--- src/pkg/ptmc_pkg.sv ---
// constants, field layout and modes of the periodic timer mode control block
// Contract
// - mode field 00 compare output, 01 capture, 10 pwm/single pulse, 11 timer
// - timer/counter mode leaves output pin undefined; pin function unused there
// - compare mode on match A: 00 hold, 01 low, 10 high, 11 toggle
// - pwm mode pin function: 00 inactive, 01 active, 10 pwm, 11 single pulse
// - capture mode: 00 rising, 01 falling, 10 both edges, 11 disabled
// - compare mode match requesting the current level causes no visible change
// - compare mode output returns to initial level on timer_on rising edge
// - compare mode output_control sets initial level, 0 low, 1 high
// - pwm mode output_control selects active level, 0 low, 1 high
// - single pulse output_control sets pin level at timer_on rising edge
// - output_invert inverts pin; neither bit affects timer/counter mode
// - capture source 0 dedicated capture pin, 1 external clock pin
// - clear_select 1 clears counter on comparator A match
// - clear_select 0 clears counter on comparator P match or overflow
// - overflow clearing only when period compare value is all zero
// - clear_select ignored in pwm, single pulse and capture modes
// - ten-bit up counter, both comparators compare all bits
// - timer_on rise zeroes counter; fall stops counter keeping its value
package ptmc_pkg;
  localparam int CNT_W = 10;
  localparam int ADDR_W = 4;
  // register indices (byte addresses of an 8-bit register file)
  localparam logic [3:0] ADDR_CTRL0 = 4'h0;
  localparam logic [3:0] ADDR_CTRL1 = 4'h1;
  localparam logic [3:0] ADDR_CNT_L = 4'h2;
  localparam logic [3:0] ADDR_CNT_H = 4'h3;
  localparam logic [3:0] ADDR_CMPA_L = 4'h4;
  localparam logic [3:0] ADDR_CMPA_H = 4'h5;
  localparam logic [3:0] ADDR_PER_L = 4'h6;
  localparam logic [3:0] ADDR_PER_H = 4'h7;
  // control 0 fields
  localparam int BIT_ON = 3;
  // control 1 fields
  localparam int BIT_MODE_HI = 7;
  localparam int BIT_MODE_LO = 6;
  localparam int BIT_PF_HI = 5;
  localparam int BIT_PF_LO = 4;
  localparam int BIT_OC = 3;
  localparam int BIT_INV = 2;
  localparam int BIT_CAPS = 1;
  localparam int BIT_CCLR = 0;
  localparam logic [7:0] CTRL_RST = 8'h00;
  localparam logic [7:0] CTRL0_MASK = 8'h08;
  localparam logic [1:0] HI_MASK = 2'h3;
  typedef enum logic [1:0] {
    MODE_COMPARE = 2'b00,
    MODE_CAPTURE = 2'b01,
    MODE_PWM     = 2'b10,
    MODE_TIMER   = 2'b11
  } ptmc_mode_e;
  localparam logic [1:0] PF_00 = 2'b00;
  localparam logic [1:0] PF_01 = 2'b01;
  localparam logic [1:0] PF_10 = 2'b10;
  localparam logic [1:0] PF_11 = 2'b11;
endpackage

--- src/hdl/ptmc_timer.sv ---
// periodic timer core with mode control register decoding
`timescale 1ns/1ps
module ptmc_timer #(
  parameter int CNT_W = ptmc_pkg::CNT_W
) (
  // clock and reset
  input  wire logic              clk_sys,
  input  wire logic              rst_n,
  input  wire logic              clk_en,
  // register port
  input  wire logic [3:0]        reg_addr,
  input  wire logic [7:0]        reg_wdata,
  input  wire logic              reg_wr,
  input  wire logic              reg_rd,
  output logic      [7:0]        reg_rdata_ff,
  // timer pins
  input  wire logic              capture_in_pin,
  input  wire logic              ext_clock_pin,
  output logic                   timer_out_pin_ff,
  output logic                   timer_out_oe_ff,
  // events
  output logic                   match_a_ff,
  output logic                   match_p_ff,
  output logic                   capture_ff
);

  logic [7:0]       ctrl0_ff;
  logic [7:0]       ctrl1_ff;
  logic [CNT_W-1:0] cnt_ff;
  logic [CNT_W-1:0] cmpa_ff;
  logic [CNT_W-1:0] per_ff;
  logic             on_d_ff;
  logic             cap_d_ff;
  logic             lvl_ff;
  logic             pulse_done_ff;

  // control field decode
  wire logic [1:0] mode_sel = {ctrl1_ff[ptmc_pkg::BIT_MODE_HI], ctrl1_ff[ptmc_pkg::BIT_MODE_LO]};
  wire logic [1:0] pin_func = {ctrl1_ff[ptmc_pkg::BIT_PF_HI], ctrl1_ff[ptmc_pkg::BIT_PF_LO]};
  wire logic output_control     = ctrl1_ff[ptmc_pkg::BIT_OC];
  wire logic output_invert      = ctrl1_ff[ptmc_pkg::BIT_INV];
  wire logic capture_source_sel = ctrl1_ff[ptmc_pkg::BIT_CAPS];
  wire logic clear_select       = ctrl1_ff[ptmc_pkg::BIT_CCLR];
  wire logic timer_on           = ctrl0_ff[ptmc_pkg::BIT_ON];
  wire logic is_cmp = (mode_sel == ptmc_pkg::MODE_COMPARE);
  wire logic is_cap = (mode_sel == ptmc_pkg::MODE_CAPTURE);
  wire logic is_pwm = (mode_sel == ptmc_pkg::MODE_PWM);
  wire logic is_tmr = (mode_sel == ptmc_pkg::MODE_TIMER);
  wire logic on_rise = timer_on & ~on_d_ff;
  wire logic run     = timer_on & ~on_rise;

  // comparators over every counter bit
  wire logic hit_a   = run & (cnt_ff == cmpa_ff);
  wire logic hit_p   = run & (cnt_ff == per_ff);
  wire logic per_zero = (per_ff == '0);
  wire logic at_max  = (cnt_ff == {CNT_W{1'b1}});
  // clear select only matters in compare and timer modes
  wire logic cmp_like = is_cmp | is_tmr;
  wire logic clr_a   = cmp_like & clear_select & hit_a;
  wire logic clr_p   = ~(cmp_like & clear_select) & hit_p & ~per_zero;
  wire logic clr_ovf = run & at_max & ~(cmp_like & clear_select) & per_zero;
  wire logic cnt_clr = clr_a | clr_p | clr_ovf;
  wire logic [CNT_W-1:0] nxt_cnt = on_rise ? '0 : (!timer_on ? cnt_ff :
                                   (cnt_clr ? '0 : cnt_ff + 1'b1));

  // capture edge detection on selected source
  wire logic cap_src  = capture_source_sel ? ext_clock_pin : capture_in_pin;
  wire logic cap_rise = cap_src & ~cap_d_ff;
  wire logic cap_fall = ~cap_src & cap_d_ff;
  logic cap_edge;
  always_comb begin
    case (pin_func)
      ptmc_pkg::PF_00: cap_edge = cap_rise;
      ptmc_pkg::PF_01: cap_edge = cap_fall;
      ptmc_pkg::PF_10: cap_edge = cap_rise | cap_fall;
      default:         cap_edge = 1'b0;
    endcase
  end
  wire logic do_cap = is_cap & run & cap_edge;

  // internal output level, before polarity
  logic nxt_lvl;
  always_comb begin
    nxt_lvl = lvl_ff;
    if (on_rise) begin
      nxt_lvl = output_control;
    end else if (is_cmp && hit_a) begin
      case (pin_func)
        ptmc_pkg::PF_00: nxt_lvl = lvl_ff;
        ptmc_pkg::PF_01: nxt_lvl = 1'b0;
        ptmc_pkg::PF_10: nxt_lvl = 1'b1;
        default:         nxt_lvl = ~lvl_ff;
      endcase
    end
  end

  // pwm and single pulse waveform, active level from output_control
  wire logic pwm_act = run ? ((cnt_ff < cmpa_ff) | (per_zero ? 1'b0 : (cmpa_ff >= per_ff)))
                           : 1'b0;
  wire logic sp_act  = timer_on & ~pulse_done_ff;
  logic pwm_raw;
  always_comb begin
    case (pin_func)
      ptmc_pkg::PF_00: pwm_raw = ~output_control;
      ptmc_pkg::PF_01: pwm_raw = output_control;
      ptmc_pkg::PF_10: pwm_raw = pwm_act ? output_control : ~output_control;
      default:         pwm_raw = sp_act ? output_control : ~output_control;
    endcase
  end
  wire logic pre_pol = is_pwm ? pwm_raw : lvl_ff;
  wire logic nxt_pin = is_tmr ? 1'b0 : (pre_pol ^ output_invert);
  wire logic nxt_oe  = ~is_tmr & ~is_cap;

  // read mux
  logic [7:0] nxt_rdata;
  always_comb begin
    case (reg_addr)
      ptmc_pkg::ADDR_CTRL0:  nxt_rdata = ctrl0_ff;
      ptmc_pkg::ADDR_CTRL1:  nxt_rdata = ctrl1_ff;
      ptmc_pkg::ADDR_CNT_L:  nxt_rdata = cnt_ff[7:0];
      ptmc_pkg::ADDR_CNT_H:  nxt_rdata = {6'h00, cnt_ff[CNT_W-1:8]};
      ptmc_pkg::ADDR_CMPA_L: nxt_rdata = cmpa_ff[7:0];
      ptmc_pkg::ADDR_CMPA_H: nxt_rdata = {6'h00, cmpa_ff[CNT_W-1:8]};
      ptmc_pkg::ADDR_PER_L:  nxt_rdata = per_ff[7:0];
      ptmc_pkg::ADDR_PER_H:  nxt_rdata = {6'h00, per_ff[CNT_W-1:8]};
      default:               nxt_rdata = 8'h00;
    endcase
  end

  // register writes
  always_ff @(posedge clk_sys or negedge rst_n) begin
    if (!rst_n) begin
      ctrl0_ff <= ptmc_pkg::CTRL_RST;
      ctrl1_ff <= ptmc_pkg::CTRL_RST;
      per_ff   <= '0;
    end else if (clk_en && reg_wr) begin
      if (reg_addr == ptmc_pkg::ADDR_CTRL0) ctrl0_ff <= reg_wdata & ptmc_pkg::CTRL0_MASK;
      if (reg_addr == ptmc_pkg::ADDR_CTRL1) ctrl1_ff <= reg_wdata;
      if (reg_addr == ptmc_pkg::ADDR_PER_L) per_ff[7:0] <= reg_wdata;
      if (reg_addr == ptmc_pkg::ADDR_PER_H) per_ff[CNT_W-1:8] <= reg_wdata[1:0] & ptmc_pkg::HI_MASK;
    end
  end

  // compare A register, loaded by software or by a capture
  always_ff @(posedge clk_sys or negedge rst_n) begin
    if (!rst_n) begin
      cmpa_ff <= '0;
    end else if (clk_en) begin
      if (do_cap) cmpa_ff <= cnt_ff;
      else if (reg_wr && reg_addr == ptmc_pkg::ADDR_CMPA_L) cmpa_ff[7:0] <= reg_wdata;
      else if (reg_wr && reg_addr == ptmc_pkg::ADDR_CMPA_H) cmpa_ff[CNT_W-1:8] <= reg_wdata[1:0];
    end
  end

  // counter, edge history and pin state
  always_ff @(posedge clk_sys or negedge rst_n) begin
    if (!rst_n) begin
      cnt_ff           <= '0;
      on_d_ff          <= 1'b0;
      cap_d_ff         <= 1'b0;
      lvl_ff           <= 1'b0;
      pulse_done_ff    <= 1'b0;
      timer_out_pin_ff <= 1'b0;
      timer_out_oe_ff  <= 1'b0;
      match_a_ff       <= 1'b0;
      match_p_ff       <= 1'b0;
      capture_ff       <= 1'b0;
      reg_rdata_ff     <= 8'h00;
    end else if (clk_en) begin
      cnt_ff           <= nxt_cnt;
      on_d_ff          <= timer_on;
      cap_d_ff         <= cap_src;
      lvl_ff           <= nxt_lvl;
      pulse_done_ff    <= on_rise ? 1'b0 : (pulse_done_ff | hit_a);
      timer_out_pin_ff <= nxt_pin;
      timer_out_oe_ff  <= nxt_oe;
      match_a_ff       <= hit_a & ~is_cap;
      match_p_ff       <= hit_p & ~(cmp_like & clear_select);
      capture_ff       <= do_cap;
      reg_rdata_ff     <= reg_rd ? nxt_rdata : 8'h00;
    end
  end

  // checks on counter and pin behaviour
  chk_on_rise_clears: assert property (@(posedge clk_sys) disable iff (!rst_n)
    clk_en && on_rise |=> cnt_ff == '0) else $error("counter not cleared at enable");
  chk_off_holds: assert property (@(posedge clk_sys) disable iff (!rst_n)
    clk_en && !timer_on && !on_d_ff |=> $stable(cnt_ff)) else $error("stopped counter moved");
  chk_clear_a: assert property (@(posedge clk_sys) disable iff (!rst_n)
    clk_en && is_cmp && clear_select && hit_a && !reg_wr |=> cnt_ff == '0)
    else $error("match A did not clear");
  chk_clear_p: assert property (@(posedge clk_sys) disable iff (!rst_n)
    clk_en && !clear_select && hit_p && !per_zero && !reg_wr |=> cnt_ff == '0)
    else $error("match P did not clear");
  chk_cmp_low: assert property (@(posedge clk_sys) disable iff (!rst_n)
    clk_en && is_cmp && hit_a && !on_rise && pin_func == ptmc_pkg::PF_01 && !reg_wr
    |=> ##1 timer_out_pin_ff == $past(output_invert, 2)) else $error("compare low wrong");
  chk_init_level: assert property (@(posedge clk_sys) disable iff (!rst_n)
    clk_en && is_cmp && on_rise && !reg_wr
    |=> ##1 timer_out_pin_ff == $past(output_control ^ output_invert, 2))
    else $error("initial level wrong");
  chk_capture_load: assert property (@(posedge clk_sys) disable iff (!rst_n)
    clk_en && do_cap |=> capture_ff && cmpa_ff == $past(cnt_ff)) else $error("capture lost");
  chk_timer_no_oe: assert property (@(posedge clk_sys) disable iff (!rst_n)
    clk_en && is_tmr && !reg_wr |=> !timer_out_oe_ff) else $error("timer mode drives pin");

endmodule

--- config.mk ---
export PLATFORM = sky130hd
export DESIGN_NAME = ptmc_timer
export DESIGN_NICKNAME = d
export VERILOG_FILES = /design/src/pkg/ptmc_pkg.sv /design/src/hdl/ptmc_timer.sv
export SDC_FILE = /design/constraint.sdc
export NUM_CORES = 1
export LEC_CHECK = 0
export ABC_CLOCK_PERIOD_IN_PS = 4400
export CAP_MARGIN = 20
export CORE_MARGIN = 2
export CORE_UTILIZATION = 59
export CTS_CLUSTER_SIZE = 40
export DETAILED_ROUTE_END_ITERATION = 8
export DONT_BUFFER_PORTS = 1
export PLACE_DENSITY_LB_ADDON = 0.3
export SYNTH_ARGS = -nofsm -noshare
export SYNTH_HDL_FRONTEND = slang
export SYNTH_SLANG_ARGS = --single-unit
--- constraint.sdc ---
create_clock -name clk_sys -period 4.4 [get_ports clk_sys]
set_clock_uncertainty 0.15 [all_clocks]
set_input_delay 0.88 -clock clk_sys [delete_from_list [all_inputs] [get_ports clk_sys]]
set_output_delay 0.88 -clock clk_sys [all_outputs]
set_load 0.01 [all_outputs]
==> impl_metrics.ini <==
[critical_path]
rrSetupSlack_ns = 1.24
r2r_start = ctrl1_ff[1]
crit_fanout = 16
crit_chain = mux2i_1 -> inv_1 -> ha_1 -> inv_1 -> a222oi_1 -> nor4b_4 -> buf_4 -> o21ai_1 -> o21ai_0
end_kind = register
worst_r2r_path_depth = 9
worstPathArrival_ns = 3.26
timing.critical_path.mode_cell = inv_1
critical_path_class = in2reg
rr_endpoint = cmpa_ff[1]
crit_path_top_delay_cell = o21ai_1
crit_path_max_incr_delay_ns = 0.73
cp-start-kind = primary input
cp.required_ns = 4.42

[power_and_ir_drop]
switchingPower_w = 0.000512
peakVddDrop_mv = 0.212
p_leak_nw = 1.74
pwr-share-seq_pct = 51.5
p_total_w = 0.00140
p_clk_share_pct = 21.5
sw_frac_of_total_pct = 36.7
power_density_nw_per_um2 = 363
p_int_w = 0.000884
combinationalPowerShare_pct = 27.0

[clock_network]
clock_latency_ns = 0.32
root_buffer = clkbuf_8
cts_tree = yes
postCtsSetupRepairBufs = 0
cts_buffers = 5
cts_resized = 0
htreeDepth = 2
ctsHoldBuffers = 0
cts.sinks = 56
clockBufferDepth = 2
clk_pin_slew_ns = 0.11

[yosys]
synth-xor-area-share_pct = 2.83
syn-num-nets = 449
synth.avg_cell_area_um2 = 9.29
synthTopCellsByArea = dfrtp_1 (38%), ha_1 (10%), o21ai_0 (5.1%)
ys_async_sr_fraction_pct = 100
synth_fa_ha_area_share_pct = 10.5
ys_seq_elements = 56
synth_seq_area_share_pct = 37.8
synth_edf_count = 0
synth_area_leader_cell = dfrtp_1
synth_mux_area_share_pct = 9.58
yosys_warnings = 0
synthSimpleGateAreaFrac_pct = 16.5
synth.cell_area_um2 = 3710
synth_compound_area_share_pct = 16.7
netlist_instances = 399
synth.distinct_cells = 48
ys.flop_type = dfrtp_1
netlist.area_leader.share_pct = 37.8
synth_top_family_by_area = compound AO/OA/AOI/OAI gates

[timing]
hold_viol = 0
max_freq_ghz = 0.309
maxSlewViolCount = 0
worst_pin_slew_ns = 0.900
min_period_ns = 3.23
relSlewSlack_pct = 39.6
fin_setup_tns_ns = 0
rsz0062_at_grt = false
fin_ws_ns = 1.17
period_share_pct = 73.4
setup-violations-final = 0

[cells_and_area]
nNetsFinal = 442
fin_area_um2 = 3840
layout_commonest_cell = dfrtp_1
layout-drive-gt1-share_pct = 8.40
layout_common_cells = dfrtp_1 (56), inv_1 (43), o21ai_0 (38)
diodes = 0
syn2layout_area_growth_pct = 3.61

[placement]
post_dp_cell_area_um2 = 3750
routabilityCongestion = 0.901
hpwl_mm = 6.94
numPortBuffers = 0
pre_cts_ws_ns = 0.895

[die]
initial_core_util_pct = 61.9
num_rows = 28
dieArea_um2 = 6940
pin_count = 32
core_um2 = 5990
die_w_um = 83.3
die_h_um = 83.3

[route]
vias = 3024
first_pass_iters = 6
ant_nets = 0
drtIter0Drc = 372
drc = 0
avgViaCountPerCell = 6.46
drt_wl_total_mm = 9.23
wire_per_inst_um = 19.7

[outcome]
status = finished clean

[global_route]
grt_max_degree = 57
grtUsageTotal_pct = 27.4
grt.overflow.total = 0
grt_first_pass_wirelength_mm = 15.1
grt_pass1_vias = 2851
antenna_found_initial = 0

[min_path]
hp-class = in2async

[run]
cap_violations = 0
## how the worst max path moves through the flow
| stage | startpoint | to | slack [ns] | cells after the start |
|---|---|---|---|---|
| global placement | ext_clock_pin | cmpa_ff[5] | 1.03 | 9 |
| detailed placement | ext_clock_pin | cmpa_ff[1] | 0.89 | 9 |
| global route | ext_clock_pin | cmpa_ff[1] | 0.97 | 9 |
| CTS | ext_clock_pin | cmpa_ff[1] | 1.25 | 9 |
| finish | ext_clock_pin | cmpa_ff[1] | 1.17 | 9 |
| floorplan | ext_clock_pin | cmpa_ff[6] | 1.52 | 9 |
## logic make-up (layout without fill, tap and decap cells)
| logic type | after synthesis | count (layout) |
|---|---|---|
| adder cells (fa/ha/maj) | 31 | 31 |
| AO/OA/AOI/OAI | 98 | 98 |
| flip-flops | 56 | 56 |
| multiplexers | 31 | 31 |
| buffers and inverters | 58 | 52 |
| AND/OR/NAND/NOR | 113 | 113 |
| XOR/XNOR | 12 | 12 |
## synthesized netlist by cell type, types with 2 or more instances
cell type	instances
a31oi_1	5
a22o_1	8
nand3b_1	4
nor3_1	5
a22oi_1	4
clkbuf_1	12
nor2_1	18
inv_1	43
a21oi_1	10
o22ai_1	8
nor4_1	4
and3_1	7
o21ai_1	7
xnor2_1	2
mux4_2	2
o31ai_1	3
mux2i_1	13
nand4b_1	2
o21ai_0	38
nand4_1	5
xor2_1	10
nor2b_1	14
and2_1	4
mux2_2	16
nand2_1	31
a21o_1	2
nor4_2	2
a222oi_1	4
dfrtp_1	56
nand2b_1	7
a211oi_1	3
nand3_1	4
ha_1	31
## critical path: cells and delay by family
kind	cells	cell delay, ns
adders and majority gates	1	0.27
buffers and inverters	3	0.33
AOI/OAI and AO/OA	3	1.47
muxes	1	0.20
and+or+nand+nor	1	0.09
## per-stage QoR
stage | cells | hold WS, ns | utilization [%]
after detailed placement | 460 | 0.365 | 62.6
after floorplan | 399 | 0.328 | -
after CTS | 468 | 0.0866 | 64.1
final | 468 | 0.0922 | 64.1
after global placement | 460 | 0.359 | 62.6
after global routing | 468 | 0.0757 | 64.1
## sequential cells by signal (all words and copies together), names as in the netlist
signal            cells
cmpa_ff              10
ctrl1_ff              8
cap_d_ff              1
pulse_done_ff         1
match_a_ff            1
lvl_ff                1
timer_out_pin_ff      1
reg_rdata_ff          8
timer_out_oe_ff       1
capture_ff            1
on_d_ff               1
match_p_ff            1
cnt_ff               10
per_ff               10
ctrl0_ff              1
## layout make-up
type | count | area [µm²]
Clock buffer | 5 | 68.8
Multi-Input combinational cell | 285 | 2090
Sequential cell | 56 | 1400
Tap cell | 75 | 93.8
Inverter | 43 | 161
Clock inverter | 3 | 22.5
Timing Repair Buffer | 1 | 7.51
Fill cell | 503 | 2150
## per-layer routing
layer  wire [µm]  GRT usage, %  vias to the layer above
met4         242          8.49                        0
met5           0             0                        -
met2        4220          42.2                      126
met3         710          5.47                       21
li1            -             -                     1401
met1        4060          39.2                     1476
## power groups by stage
stage,sequential (W),clock (W),combinational (W)
global placement,0.000724,0,0.000356
detailed placement,0.000725,0,0.000372
finish,0.000719,0.000300,0.000376
CTS,0.000715,0.000302,0.000376
floorplan,0.000674,0,0.000306
global route,0.000728,0.000323,0.000432
Note: power is estimated with default switching activity, not from simulation.
